[src/inc/rapid_pkg.sv]
package rapid_pkg;

  // Core and reference clock rates
  localparam int CLK_FREQ_HZ   = 50_000_000;
  localparam int REF_CLOCK_HZ  = 2_000_000;
  localparam int REF_DIV       = CLK_FREQ_HZ / REF_CLOCK_HZ;

  // Data settle time on the data lines before the data-valid line is asserted
  localparam int DATA_SETTLE_NS = 500;
  localparam int SETTLE_CYCLES  =
    (DATA_SETTLE_NS * (CLK_FREQ_HZ / 1_000_000) + 999) / 1000;

  // Record layout
  localparam int RECORD_BYTES  = 4;
  localparam int REF_CNT_W     = 19;
  localparam int CYC_CNT_W     = 12;
  localparam int CLK_HI_SHIFT  = 10;
  localparam int CYC_LO_BITS   = 4;
  localparam int MSD_POS       = 4;
  localparam logic [8:0] CLK_HI_BIAS = 9'h104;
  localparam logic [7:0] CYC_HI_BIAS = 8'hff;

  // Gate limits in reference ticks, and the input cycle count limit
  localparam int GATE_MIN_TICKS_DEF = 5 * 1024;
  localparam int REF_MAX_TICKS_DEF  = 261 * 1024 - 1;
  localparam logic [CYC_CNT_W-1:0] CYC_MAX = 12'hfff;

  // Tuning transfer
  localparam int TUNE_BYTES         = 5;
  localparam logic [3:0] TUNE_PREFIX = 4'h3;

  // Special function codes
  localparam logic [7:0] SF_RANGE  = 8'h37;
  localparam logic [7:0] SF_COARSE = 8'h38;
  localparam logic [7:0] SF_FINE   = 8'h39;

  function automatic logic [31:0] encodeRecord(
    input logic [REF_CNT_W-1:0] clkCount,
    input logic [CYC_CNT_W-1:0] cycCount
  );
    logic [8:0] clkHi;
    logic [8:0] hiByte;
    logic [7:0] cycByte;
    clkHi   = clkCount[REF_CNT_W-1:CLK_HI_SHIFT];
    hiByte  = 9'(CLK_HI_BIAS - clkHi);
    cycByte = 8'(CYC_HI_BIAS - cycCount[CYC_CNT_W-1:CYC_LO_BITS]);
    encodeRecord = {hiByte[7:0],
                    clkCount[3:0], clkCount[7:4],
                    cycByte,
                    2'b00, clkCount[9:8], cycCount[CYC_LO_BITS-1:0]};
  endfunction

endpackage

[src/inc/byte_link_if.sv]
`timescale 1ns/1ps
interface byte_link_if;
  logic       valid;
  logic       ready;
  logic       abort;
  logic [7:0] data;

  modport src (output valid, output data, output abort, input ready);
  modport snk (input valid, input data, input abort, output ready);
endinterface

[src/hdl/rapid_count_and_tune_port.sv]
`timescale 1ns/1ps
module rapid_count_and_tune_port
  import rapid_pkg::*;
#(
  parameter int GATE_MIN_TICKS = GATE_MIN_TICKS_DEF,
  parameter int REF_MAX_TICKS  = REF_MAX_TICKS_DEF
) (
  input  wire logic       clk,
  input  wire logic       sys_rst,
  input  wire logic       rapidCountCmd,
  input  wire logic       rapidTuneCmd,
  input  wire logic       rxValid,
  input  wire logic [7:0] rxData,
  input  wire logic       busAtn,
  input  wire logic       frontKeyPress,
  input  wire logic       sigIn,
  input  wire logic       nrfdIn,
  input  wire logic       ndacIn,
  input  wire logic       specialFnStrobe,
  input  wire logic [7:0] specialFnCode,
  input  wire logic       specialFnZero,
  output logic [7:0]      dioOut,
  output logic            dioOeN,
  output logic            davOut,
  output logic            countModeActive,
  output logic            tuneModeActive,
  output logic            leftDashes,
  output logic            parserEnable,
  output logic [7:0]      rangeValue,
  output logic [7:0]      coarseTune,
  output logic [7:0]      fineTune,
  output logic            tuneApply,
  output logic            readbackValid,
  output logic [7:0]      readbackValue
);

  if (GATE_MIN_TICKS < 1 || GATE_MIN_TICKS > REF_MAX_TICKS ||
      REF_MAX_TICKS > REF_MAX_TICKS_DEF) begin : gLimitCheck
    $error("Gate tick limits out of range");
  end

  localparam logic [REF_CNT_W-1:0] GATE_MIN = REF_CNT_W'(GATE_MIN_TICKS);
  localparam logic [REF_CNT_W-1:0] REF_MAX  = REF_CNT_W'(REF_MAX_TICKS);
  localparam logic [4:0]           DIV_LAST = 5'(REF_DIV - 1);
  localparam logic [2:0]           TUNE_LAST = 3'(TUNE_BYTES - 1);
  localparam logic [1:0]           REC_LAST  = 2'(RECORD_BYTES - 1);

  typedef enum logic [1:0] {CNT_OFF, CNT_ARM, CNT_GATE, CNT_SEND} count_state_t;

  byte_link_if link ();

  // Reference clock divider
  logic [4:0] refDiv, next_refDiv;
  logic       refTick, next_refTick;

  always_comb begin
    next_refTick = 1'b0;
    if (refDiv == DIV_LAST) begin
      next_refDiv  = 5'h00;
      next_refTick = 1'b1;
    end else begin
      next_refDiv = 5'(refDiv + 1'b1);
    end
  end

  always_ff @(posedge clk) begin
    if (sys_rst) begin
      refDiv  <= 5'h00;
      refTick <= 1'b0;
    end else begin
      refDiv  <= next_refDiv;
      refTick <= next_refTick;
    end
  end

  // Mode control, tuning assembly and special functions
  logic        next_countMode;
  logic        next_tuneMode;
  logic        next_leftDashes;
  logic        next_parserEnable;
  logic [2:0]  tuneIdx, next_tuneIdx;
  logic [15:0] stage, next_stage;
  logic [7:0]  next_rangeValue;
  logic [7:0]  next_coarseTune;
  logic [7:0]  next_fineTune;
  logic        next_tuneApply;
  logic        next_readbackValid;
  logic [7:0]  next_readbackValue;

  always_comb begin
    next_countMode     = countModeActive;
    next_tuneMode      = tuneModeActive;
    next_tuneIdx       = tuneIdx;
    next_stage         = stage;
    next_rangeValue    = rangeValue;
    next_coarseTune    = coarseTune;
    next_fineTune      = fineTune;
    next_tuneApply     = 1'b0;
    next_readbackValid = 1'b0;
    next_readbackValue = readbackValue;
    if (rapidCountCmd) begin
      next_countMode = 1'b1;
      next_tuneMode  = 1'b0;
    end else if (rapidTuneCmd) begin
      next_tuneMode  = 1'b1;
      next_countMode = 1'b0;
      next_tuneIdx   = 3'h0;
    end else begin
      if (countModeActive && (rxValid || busAtn)) begin
        next_countMode = 1'b0;
      end
      if (tuneModeActive) begin
        if (frontKeyPress || busAtn) begin
          next_tuneMode = 1'b0;
        end else if (rxValid) begin
          if (rxData[7:4] != TUNE_PREFIX) begin
            next_tuneMode = 1'b0;
          end else if (tuneIdx == TUNE_LAST) begin
            // Whole word lands in one cycle
            next_rangeValue = {4'h0, stage[15:12]};
            next_coarseTune = stage[11:4];
            next_fineTune   = {stage[3:0], rxData[3:0]};
            next_tuneApply  = 1'b1;
            next_tuneMode   = 1'b0;
          end else begin
            next_stage   = {stage[11:0], rxData[3:0]};
            next_tuneIdx = 3'(tuneIdx + 1'b1);
          end
        end
      end
      if (!countModeActive && !tuneModeActive && specialFnStrobe) begin
        unique case (specialFnCode)
          SF_RANGE: begin
            if (specialFnZero) begin
              next_rangeValue = 8'h00;
              next_tuneApply  = 1'b1;
            end else begin
              next_readbackValue = rangeValue;
              next_readbackValid = 1'b1;
            end
          end
          SF_COARSE: begin
            if (specialFnZero) begin
              next_coarseTune = 8'h00;
              next_tuneApply  = 1'b1;
            end else begin
              next_readbackValue = coarseTune;
              next_readbackValid = 1'b1;
            end
          end
          SF_FINE: begin
            if (specialFnZero) begin
              next_fineTune  = 8'h00;
              next_tuneApply = 1'b1;
            end else begin
              next_readbackValue = fineTune;
              next_readbackValid = 1'b1;
            end
          end
          default: begin
          end
        endcase
      end
    end
    next_leftDashes   = next_countMode;
    next_parserEnable = !next_countMode && !next_tuneMode;
  end

  always_ff @(posedge clk) begin
    if (sys_rst) begin
      countModeActive <= 1'b0;
      tuneModeActive  <= 1'b0;
      leftDashes      <= 1'b0;
      parserEnable    <= 1'b1;
      tuneIdx         <= 3'h0;
      stage           <= 16'h0000;
      rangeValue      <= 8'h00;
      coarseTune      <= 8'h00;
      fineTune        <= 8'h00;
      tuneApply       <= 1'b0;
      readbackValid   <= 1'b0;
      readbackValue   <= 8'h00;
    end else begin
      countModeActive <= next_countMode;
      tuneModeActive  <= next_tuneMode;
      leftDashes      <= next_leftDashes;
      parserEnable    <= next_parserEnable;
      tuneIdx         <= next_tuneIdx;
      stage           <= next_stage;
      rangeValue      <= next_rangeValue;
      coarseTune      <= next_coarseTune;
      fineTune        <= next_fineTune;
      tuneApply       <= next_tuneApply;
      readbackValid   <= next_readbackValid;
      readbackValue   <= next_readbackValue;
    end
  end

  // Reciprocal counter and record streaming
  count_state_t          cntState, next_cntState;
  logic                  sigPrev;
  logic                  sigRise;
  logic [REF_CNT_W-1:0]  refCount, next_refCount;
  logic [CYC_CNT_W-1:0]  cycCount, next_cycCount;
  logic [CYC_CNT_W-1:0]  cycPlus;
  logic [31:0]           record, next_record;
  logic [1:0]            recIdx, next_recIdx;

  assign sigRise = sigIn && !sigPrev;
  assign cycPlus = CYC_CNT_W'(cycCount + 1'b1);

  always_comb begin
    next_cntState = cntState;
    next_refCount = refCount;
    next_cycCount = cycCount;
    next_record   = record;
    next_recIdx   = recIdx;
    if (!countModeActive) begin
      next_cntState = CNT_OFF;
    end else begin
      unique case (cntState)
        CNT_OFF: begin
          next_cntState = CNT_ARM;
        end
        CNT_ARM: begin
          if (sigRise) begin
            next_refCount = '0;
            next_cycCount = '0;
            next_cntState = CNT_GATE;
          end
        end
        CNT_GATE: begin
          if (refTick) begin
            next_refCount = REF_CNT_W'(refCount + 1'b1);
          end
          if (sigRise && (refCount >= GATE_MIN || cycPlus == CYC_MAX)) begin
            // Gate closes on a whole input cycle
            next_record   = encodeRecord(refCount, cycPlus);
            next_recIdx   = 2'h0;
            next_cntState = CNT_SEND;
          end else if (refCount == REF_MAX) begin
            next_record   = encodeRecord(refCount, cycCount);
            next_recIdx   = 2'h0;
            next_cntState = CNT_SEND;
          end else if (sigRise) begin
            next_cycCount = cycPlus;
          end
        end
        CNT_SEND: begin
          if (link.ready) begin
            next_record = {record[23:0], 8'h00};
            next_recIdx = 2'(recIdx + 1'b1);
            if (recIdx == REC_LAST) begin
              next_cntState = CNT_ARM;
            end
          end
        end
      endcase
    end
  end

  always_ff @(posedge clk) begin
    if (sys_rst) begin
      cntState <= CNT_OFF;
      sigPrev  <= 1'b0;
      refCount <= '0;
      cycCount <= '0;
      record   <= 32'h0000_0000;
      recIdx   <= 2'h0;
    end else begin
      cntState <= next_cntState;
      sigPrev  <= sigIn;
      refCount <= next_refCount;
      cycCount <= next_cycCount;
      record   <= next_record;
      recIdx   <= next_recIdx;
    end
  end

  // Only record bytes ever reach the talker
  assign link.valid = (cntState == CNT_SEND);
  assign link.data  = record[31:24];
  assign link.abort = !countModeActive;

  source_handshake uTalker (
    .clk     (clk),
    .sys_rst (sys_rst),
    .link    (link),
    .nrfdIn  (nrfdIn),
    .ndacIn  (ndacIn),
    .dioOut  (dioOut),
    .dioOeN  (dioOeN),
    .davOut  (davOut)
  );

endmodule

[src/hdl/source_handshake.sv]
`timescale 1ns/1ps
module source_handshake
  import rapid_pkg::*;
(
  input  wire logic    clk,
  input  wire logic    sys_rst,
  byte_link_if.snk     link,
  input  wire logic    nrfdIn,
  input  wire logic    ndacIn,
  output logic [7:0]   dioOut,
  output logic         dioOeN,
  output logic         davOut
);

  typedef enum logic [2:0] {SH_IDLE, SH_SETTLE, SH_WAIT_RFD, SH_ACCEPT, SH_RELEASE} sh_state_t;

  sh_state_t   state, next_state;
  logic [7:0]  next_dioOut;
  logic        next_dioOeN;
  logic        next_davOut;
  logic        ready, next_ready;
  logic [5:0]  settle, next_settle;

  assign link.ready = ready;

  always_comb begin
    next_state  = state;
    next_dioOut = dioOut;
    next_dioOeN = dioOeN;
    next_davOut = davOut;
    next_ready  = 1'b0;
    next_settle = settle;
    if (link.abort) begin
      next_state  = SH_IDLE;
      next_dioOeN = 1'b1;
      next_davOut = 1'b0;
    end else begin
      unique case (state)
        SH_IDLE: begin
          if (link.valid) begin
            next_dioOut = link.data;
            next_dioOeN = 1'b0;
            next_settle = 6'(SETTLE_CYCLES - 1);
            next_state  = SH_SETTLE;
          end
        end
        SH_SETTLE: begin
          if (settle == 6'h00) begin
            next_state = SH_WAIT_RFD;
          end else begin
            next_settle = 6'(settle - 1'b1);
          end
        end
        SH_WAIT_RFD: begin
          if (!nrfdIn && ndacIn) begin
            next_davOut = 1'b1;
            next_state  = SH_ACCEPT;
          end
        end
        SH_ACCEPT: begin
          if (!ndacIn) begin
            next_davOut = 1'b0;
            next_ready  = 1'b1;
            next_state  = SH_RELEASE;
          end
        end
        SH_RELEASE: begin
          if (ndacIn) begin
            next_state = SH_IDLE;
          end
        end
      endcase
    end
  end

  always_ff @(posedge clk) begin
    if (sys_rst) begin
      state  <= SH_IDLE;
      dioOut <= 8'h00;
      dioOeN <= 1'b1;
      davOut <= 1'b0;
      ready  <= 1'b0;
      settle <= 6'h00;
    end else begin
      state  <= next_state;
      dioOut <= next_dioOut;
      dioOeN <= next_dioOeN;
      davOut <= next_davOut;
      ready  <= next_ready;
      settle <= next_settle;
    end
  end

endmodule

[config.mk]
export PLATFORM = sky130hd
export DESIGN_NAME = rapid_count_and_tune_port
export DESIGN_NICKNAME = d
export VERILOG_FILES = /design/src/inc/rapid_pkg.sv /design/src/inc/byte_link_if.sv /design/src/hdl/rapid_count_and_tune_port.sv /design/src/hdl/source_handshake.sv
export SDC_FILE = /design/constraint.sdc
export NUM_CORES = 1
export LEC_CHECK = 0
export BUFFER_PORTS_ARGS = -buffer_cell sky130_fd_sc_hd__buf_2
export CAP_MARGIN = 20
export CORE_MARGIN = 2
export CORE_UTILIZATION = 45
export CTS_CLUSTER_DIAMETER = 60
export DETAILED_ROUTE_END_ITERATION = 7
export GPL_TIMING_DRIVEN = 0
export HOLD_SLACK_MARGIN = 0.03
export PLACE_DENSITY = 0.72
export SLEW_MARGIN = 25
export SYNTH_ARGS = -nofsm -noshare
export SYNTH_HDL_FRONTEND = slang
export SYNTH_SLANG_ARGS = --single-unit
[constraint.sdc]
create_clock -name clk -period 8.6 [get_ports clk]
set_clock_uncertainty 0.1 [all_clocks]
set_input_delay 0.43 -clock clk [delete_from_list [all_inputs] [get_ports clk]]
set_output_delay 0.43 -clock clk [all_outputs]
set_load 0.005 [all_outputs]
# ---- Yosys cells after proc, flatten, opt, wreduce, memory -nomap -nowiden
# Cells that the tools add are included.
dict set report totals {
  ff_bits 150
  out_inout_bits 48
  wordCells 214
}
dict set report op_classes {
  addsub 9
  magnitude_cmp 1
  eq_ne 36
  n_mux 89
  bitwise 9
  n_reduce_logical 45
}
# operator n
set ops {}
lappend ops {{8-bit two-way mux} 27}
lappend ops {{32-bit two-way mux} 3}
lappend ops {{32-bit one-hot mux with 2 select lines} 1}
lappend ops {{12-bit two-way mux} 4}
lappend ops {{19-bit two-way mux} 2}
lappend ops {{19-bit one-hot mux with 2 select lines} 1}
lappend ops {{3-bit two-way mux} 11}
lappend ops {{2-bit inequality test, second input constant} 15}
lappend ops {{8-bit by 6-bit equality test with 1-bit output, second input constant} 3}
lappend ops {{12-bit one-hot mux with 2 select lines} 1}
lappend ops {{8-bit one-hot mux with 3 select lines} 1}
lappend ops {{1-bit two-way mux} 23}
lappend ops {{19-bit by 1-bit adder with 19-bit output, second input constant} 1}
lappend ops {{19-bit equality test, second input constant} 1}
lappend ops {{19-bit by 13-bit >= comparator with 1-bit output, second input constant} 1}
lappend ops {{2-bit two-way mux} 8}
lappend ops {{4-bit AND reduction} 4}
lappend ops {{8-bit subtractor, first input constant} 2}
lappend ops {{3-bit one-hot mux with 5 select lines} 1}
lappend ops {{7-bit AND reduction} 2}
lappend ops {{12-bit by 1-bit adder with 12-bit output, second input constant} 1}
lappend ops {{12-bit equality test, second input constant} 1}
lappend ops {{6-bit two-way mux} 2}
lappend ops {{6-bit one-hot mux with 2 select lines} 1}
lappend ops {{33 further kinds} 72}

# ---- Logic depth before layout (Yosys ltp)
dict set report depth {
  ltp_word 10
  depth_mapped 10
  ltp_nobuf 8
}

# ---- By module
# Synthesis repeated with hierarchy kept, for this count alone.
dict set report unflattened {
  hier_cells 841
  hier_area_um2 7024.2
}
# mod n_inst cells_each area_each_um2 seq_area_each_um2
set modules_own_cells {}
lappend modules_own_cells {rapid_count_and_tune_port 1 733 6087.1 2562.5}
lappend modules_own_cells {source_handshake 1 108 937.1 400.4}

# ---- Worst setup path before layout
# No wires, ideal clock.
dict set report synth_timing {
  path_type {flip-flop to flip-flop}
  startpoint {register cycCount[1]}
  endpoint {register recIdx[0]}
  setup_time_ps 70
  arrival_ps 2598
  required_ps 8430
  path_slack_ps 5831
  stages_incl_launch_ff 9
  period_less_slack_ps 2769
  path_cell_list {dfxtp_1 > ha_1 > nand3_1 > or4_1 > a211o_1 > buf_2 > o211a_4 > or4_1 > a21oi_1}
}
dict set report synth_between {
  elab_chain_cells 6
  word_cells_on_any_way 8
  cone_classes {1 x add/sub; 2 x eq/ne; 2 x mux; 3 x reduce/logical}
}
# item line_no
set synth_rtl {}
lappend synth_rtl {{from (decl)} rapid_count_and_tune_port.sv:204} ;# logic [CYC_CNT_W-1:0] cycCount, next_cycCount;
lappend synth_rtl {{from (signal assigned)} rapid_count_and_tune_port.sv:274} ;# cycCount <= next_cycCount;
lappend synth_rtl {{12-bit by 1-bit adder with 12-bit output (*)} rapid_count_and_tune_port.sv:210} ;# assign cycPlus = CYC_CNT_W'(cycCount + 1'b1);
lappend synth_rtl {{12-bit equality test (*)} rapid_count_and_tune_port.sv:236} ;# if (sigRise && (refCount >= GATE_MIN || cycPlus == CYC_MAX)) begin
lappend synth_rtl {{1-bit logical OR (*)} rapid_count_and_tune_port.sv:236}
lappend synth_rtl {{1-bit logical AND (*)} rapid_count_and_tune_port.sv:236}
lappend synth_rtl {{3-bit inequality test (no source line) or 2-bit two-way mux (tied branches)} -}
lappend synth_rtl {{4-bit AND reduction (no source line) or 2-bit one-hot mux with 2 select lines (tied branches)} -}
lappend synth_rtl {{to (signal assigned)} rapid_count_and_tune_port.sv:276} ;# recIdx <= next_recIdx;
lappend synth_rtl {{to (decl)} rapid_count_and_tune_port.sv:207} ;# logic [1:0] recIdx, next_recIdx;
# Mark *: on every way between the ends. The rest lies on a longest branch, timed or not.
# A chain may end at the register's enable or synchronous reset.

# ---- Worst setup path after layout
dict set report layout_timing {
  startpoint {register cycCount[1]}
  endpoint {register cycCount[8]}
}
dict set report layout_between {
  elab_chain_cells 6
  word_cells_on_any_way 10
  cone_classes {1 x add/sub; 2 x eq/ne; 4 x mux; 3 x reduce/logical}
}
# item line_no
set layout_rtl {}
lappend layout_rtl {{12-bit by 1-bit adder with 12-bit output (*)} rapid_count_and_tune_port.sv:210}
lappend layout_rtl {{12-bit equality test} rapid_count_and_tune_port.sv:236}
lappend layout_rtl {{1-bit logical OR} rapid_count_and_tune_port.sv:236}
lappend layout_rtl {{1-bit logical AND} rapid_count_and_tune_port.sv:236}
lappend layout_rtl {{2-bit inequality test (no source line)} -}
lappend layout_rtl {{6-bit AND reduction (no source line)} -}
# Mark *: on every way between the ends. The rest lies on a longest branch, timed or not. The select of a mux whose other input is x is not followed.

==> impl_metrics.env <==
export IMPL_max_vdd_ir_drop_mv=0.143
export IMPL_first_global_vias=6037
export IMPL_timing_slew_headroom_pct=48.2
export IMPL_fmax_ghz=0.289
export IMPL_yosys_top_cells_area="dfxtp_1 42%, nand2_1 7.0%, a21oi_1 6.8%"
export IMPL_crit_chain="ha_1 -> nand3_1 -> or4_1 -> a211o_1 -> buf_2 -> o311ai_2 -> nand3_1 -> o22ai_1"
export IMPL_fin_crit_sh_pct=40.3
export IMPL_n_fill_cell=1471
export IMPL_start_kind="flop"
export IMPL_crit_buf_inv=1
export IMPL_htreeDepth=4
export IMPL_yosysWarnings=0
export IMPL_worst_pin_slew_ps=778
export IMPL_num_vias=6816
export IMPL_clockBufferDepth=2
export IMPL_layout_drive_gt1_share_pct=12.3
export IMPL_final_cell_mix="148 x dfxtp_1, 132 x nand2_1, 96 x a21oi_1"
export IMPL_core_area_sq_mm=0.0153
export IMPL_synthesis_area_sq_mm=0.00710
export IMPL_diodes=0
export IMPL_grt_pass1_wl_mm=30.3
export IMPL_post_cts_setup_buffer_count=0
export IMPL_hold_viol_final=0
export IMPL_critPathMaxStageDelay_ps=540
export IMPL_synth_edf_count=0
export IMPL_netlist_instances=869
export IMPL_cp_end_kind="flop"
export IMPL_cpMaxStageDelayCell="o311ai_2"
export IMPL_setup_ws_ps=5140
export IMPL_path_clk_slew_ps=60
export IMPL_worstHoldPathType="in -> reg"
export IMPL_maxCapViolCount=0
export IMPL_grt_overflow_total=0
export IMPL_die_h_um=130
export IMPL_p_per_area_mw_per_mm2=179
export IMPL_ff2ff_setup_slack_ps=5140
export IMPL_worstPathRequired_ps=8840
export IMPL_drtIter0Drc=643
export IMPL_hpwl_mm=14.0
export IMPL_cts_buffers=17
export IMPL_setup_viol=0
export IMPL_crit_fanout=9
export IMPL_rsz0062_at_grt="no"
export IMPL_num_nets_final=1006
export IMPL_worstSetupPathType="reg -> reg"
export IMPL_ctsHoldBuffers=0
export IMPL_final_common_cell="dfxtp_1"
export IMPL_cts_resized=0
export IMPL_leakagePower_nw=2.99
export IMPL_root_buffer="clkbuf_16"
export IMPL_via_per_inst=5.76
export IMPL_insertion_delay_ps=430
export IMPL_arrival_ps=3710
export IMPL_pre_cts_slack_ps=5200
export IMPL_stdcell_area_sq_mm=0.00832
export IMPL_outcome="finished, final reports clean"
export IMPL_period_minus_slack_ps=3460
export IMPL_antenna_found_initial=0
export IMPL_core_rowCount=45
export IMPL_grtUsageTotal_pct=23.0
export IMPL_wl_per_cell_um=16.2
export IMPL_ys_seq_area_share_pct=41.7
export IMPL_reg2reg_from="cycCount[1]"
export IMPL_die_area_sq_mm=0.0168
export IMPL_hold_depth=2
export IMPL_synth_top_area_share_pct=41.7
export IMPL_ys_seq_elements=148
export IMPL_ios=76
export IMPL_place_area_sq_mm=0.00773
export IMPL_yosysTopAreaCell="dfxtp_1"
export IMPL_cts_num_sinks=148
export IMPL_final_antenna_net_count=0
export IMPL_die_x_um=130
export IMPL_numPortBuffers=72
export IMPL_hold_start="ndacIn"
export IMPL_async_flop_share_pct=0
export IMPL_r2r_end="cycCount[8]"
export IMPL_crit_top_cell="nand3_1"
export IMPL_tns_ps=0
export IMPL_cp_top_family="simple AND/OR/NAND/NOR gates"
export IMPL_syn2layout_area_growth_pct=17.1
export IMPL_gp_congestion=0.885
export IMPL_finalPower_mw=1.49
export IMPL_synth_top_flop_cell="dfxtp_1"
export IMPL_cts_tree="yes"
export IMPL_hold_path_end="uTalker.link.ready"
export IMPL_synth_net_count=915
export IMPL_first_pass_iters=5
export IMPL_report_final_slew_viol_count=0
export IMPL_start_util_pct=46.4
export IMPL_remaining_drc_errors=0
export IMPL_wirelength_mm=19.2
export IMPL_avgSynthCellArea_sq_um=8.18
export IMPL_grt_max_degree=17
export IMPL_r2r_cells=8
export IMPL_yosysUniqueCellTypes=64
export IMPL_fin_util_pct=54.3
==> per-stage QoR <==
| step | hold WS, ps | instances |
|---|---|---|
| floorplan | 330 | 869 |
| global placement | 340 | 1152 |
| detailed placement | 344 | 1152 |
| CTS | 135 | 1184 |
| global route | 156 | 1184 |
| finish | 142 | 1184 |
==> where the power goes <==
group / total, mW / internal [mW] / switching (mW)
sequential: 0.692 / 0.689 / 0.00250
clock: 0.751 / 0.456 / 0.294
combinational: 0.0502 / 0.0151 / 0.0351
==> layout make-up <==
class                   count  area [sq um]  share of cell area (%)
multi-input cells         634          3780                    45.4
flip-flops and latches    148          2960                    35.6
clock buffers              20           437                    5.25
repair buffers             72           360                    4.33
well taps                 211           264                    3.17
plain buffers              51           225                    2.71
clock inverters            12           155                    1.86
inverters                  36           135                    1.62
==> cells by family after synthesis <==
group	count (synthesis)	synth area share, %
AND/OR/NAND/NOR	337	22.3
buffers and inverters	87	5.07
AO/OA/AOI/OAI	222	20.4
flip-flops	148	41.7
adder cells (fa/ha/maj)	18	3.17
XOR/XNOR	35	4.31
multiplexers	22	3.10
==> registers in the layout, indices dropped and copies added, names as in the netlist, 3 cells and up <==
| name | flops |
|---|---|
| record | 30 |
| refCount | 19 |
| stage | 16 |
| cycCount | 12 |
| coarseTune | 8 |
| fineTune | 8 |
| rangeValue | 8 |
| readbackValue | 8 |
| uTalker.dioOut | 8 |
| uTalker.settle | 6 |
| refDiv | 5 |
| tuneIdx | 3 |
| uTalker.state | 3 |
==> synthesized netlist by cell type, types with 3 or more instances <==
cell	number
o2111ai_1	9
or4_1	7
buf_6	3
dfxtp_1	148
a31oi_1	5
buf_1	3
nor4_1	12
o21ai_1	3
mux2i_1	22
xnor2_1	12
a2111o_1	5
nand3_1	32
nand4_1	14
nor3b_1	6
o21ai_0	31
buf_2	6
o32ai_1	6
a211oi_1	17
a21oi_1	96
nand2b_1	4
o211ai_1	3
xor2_1	23
and3_1	13
a211o_1	10
nor3_1	13
nor2b_1	4
a22oi_1	6
nor2_1	76
and2_1	5
nand2_1	132
clkbuf_1	38
or3_1	4
inv_1	35
ha_1	18
a311oi_1	9
==> per-layer routing <==
layer / part of all wire [%] / routed length, um / track usage (%)
met3: 8.3 / 1590 / 5.24
met5: 0 / 0 / 0
met1: 45 / 8580 / 32.0
met4: 1.6 / 316 / 7.65
met2: 45 / 8730 / 35.5
==> worst max-delay path by stage <==
stage                startpoint  cells after the start            to
floorplan           cycCount[1]                      8     recIdx[0]
global placement    cycCount[1]                      8  cycCount[10]
finish              cycCount[1]                      8   cycCount[8]
detailed placement  cycCount[1]                      8   cycCount[8]
CTS                 cycCount[1]                      8   cycCount[8]
global route        cycCount[1]                      8   cycCount[7]
Power figures use the tool's default switching activity.
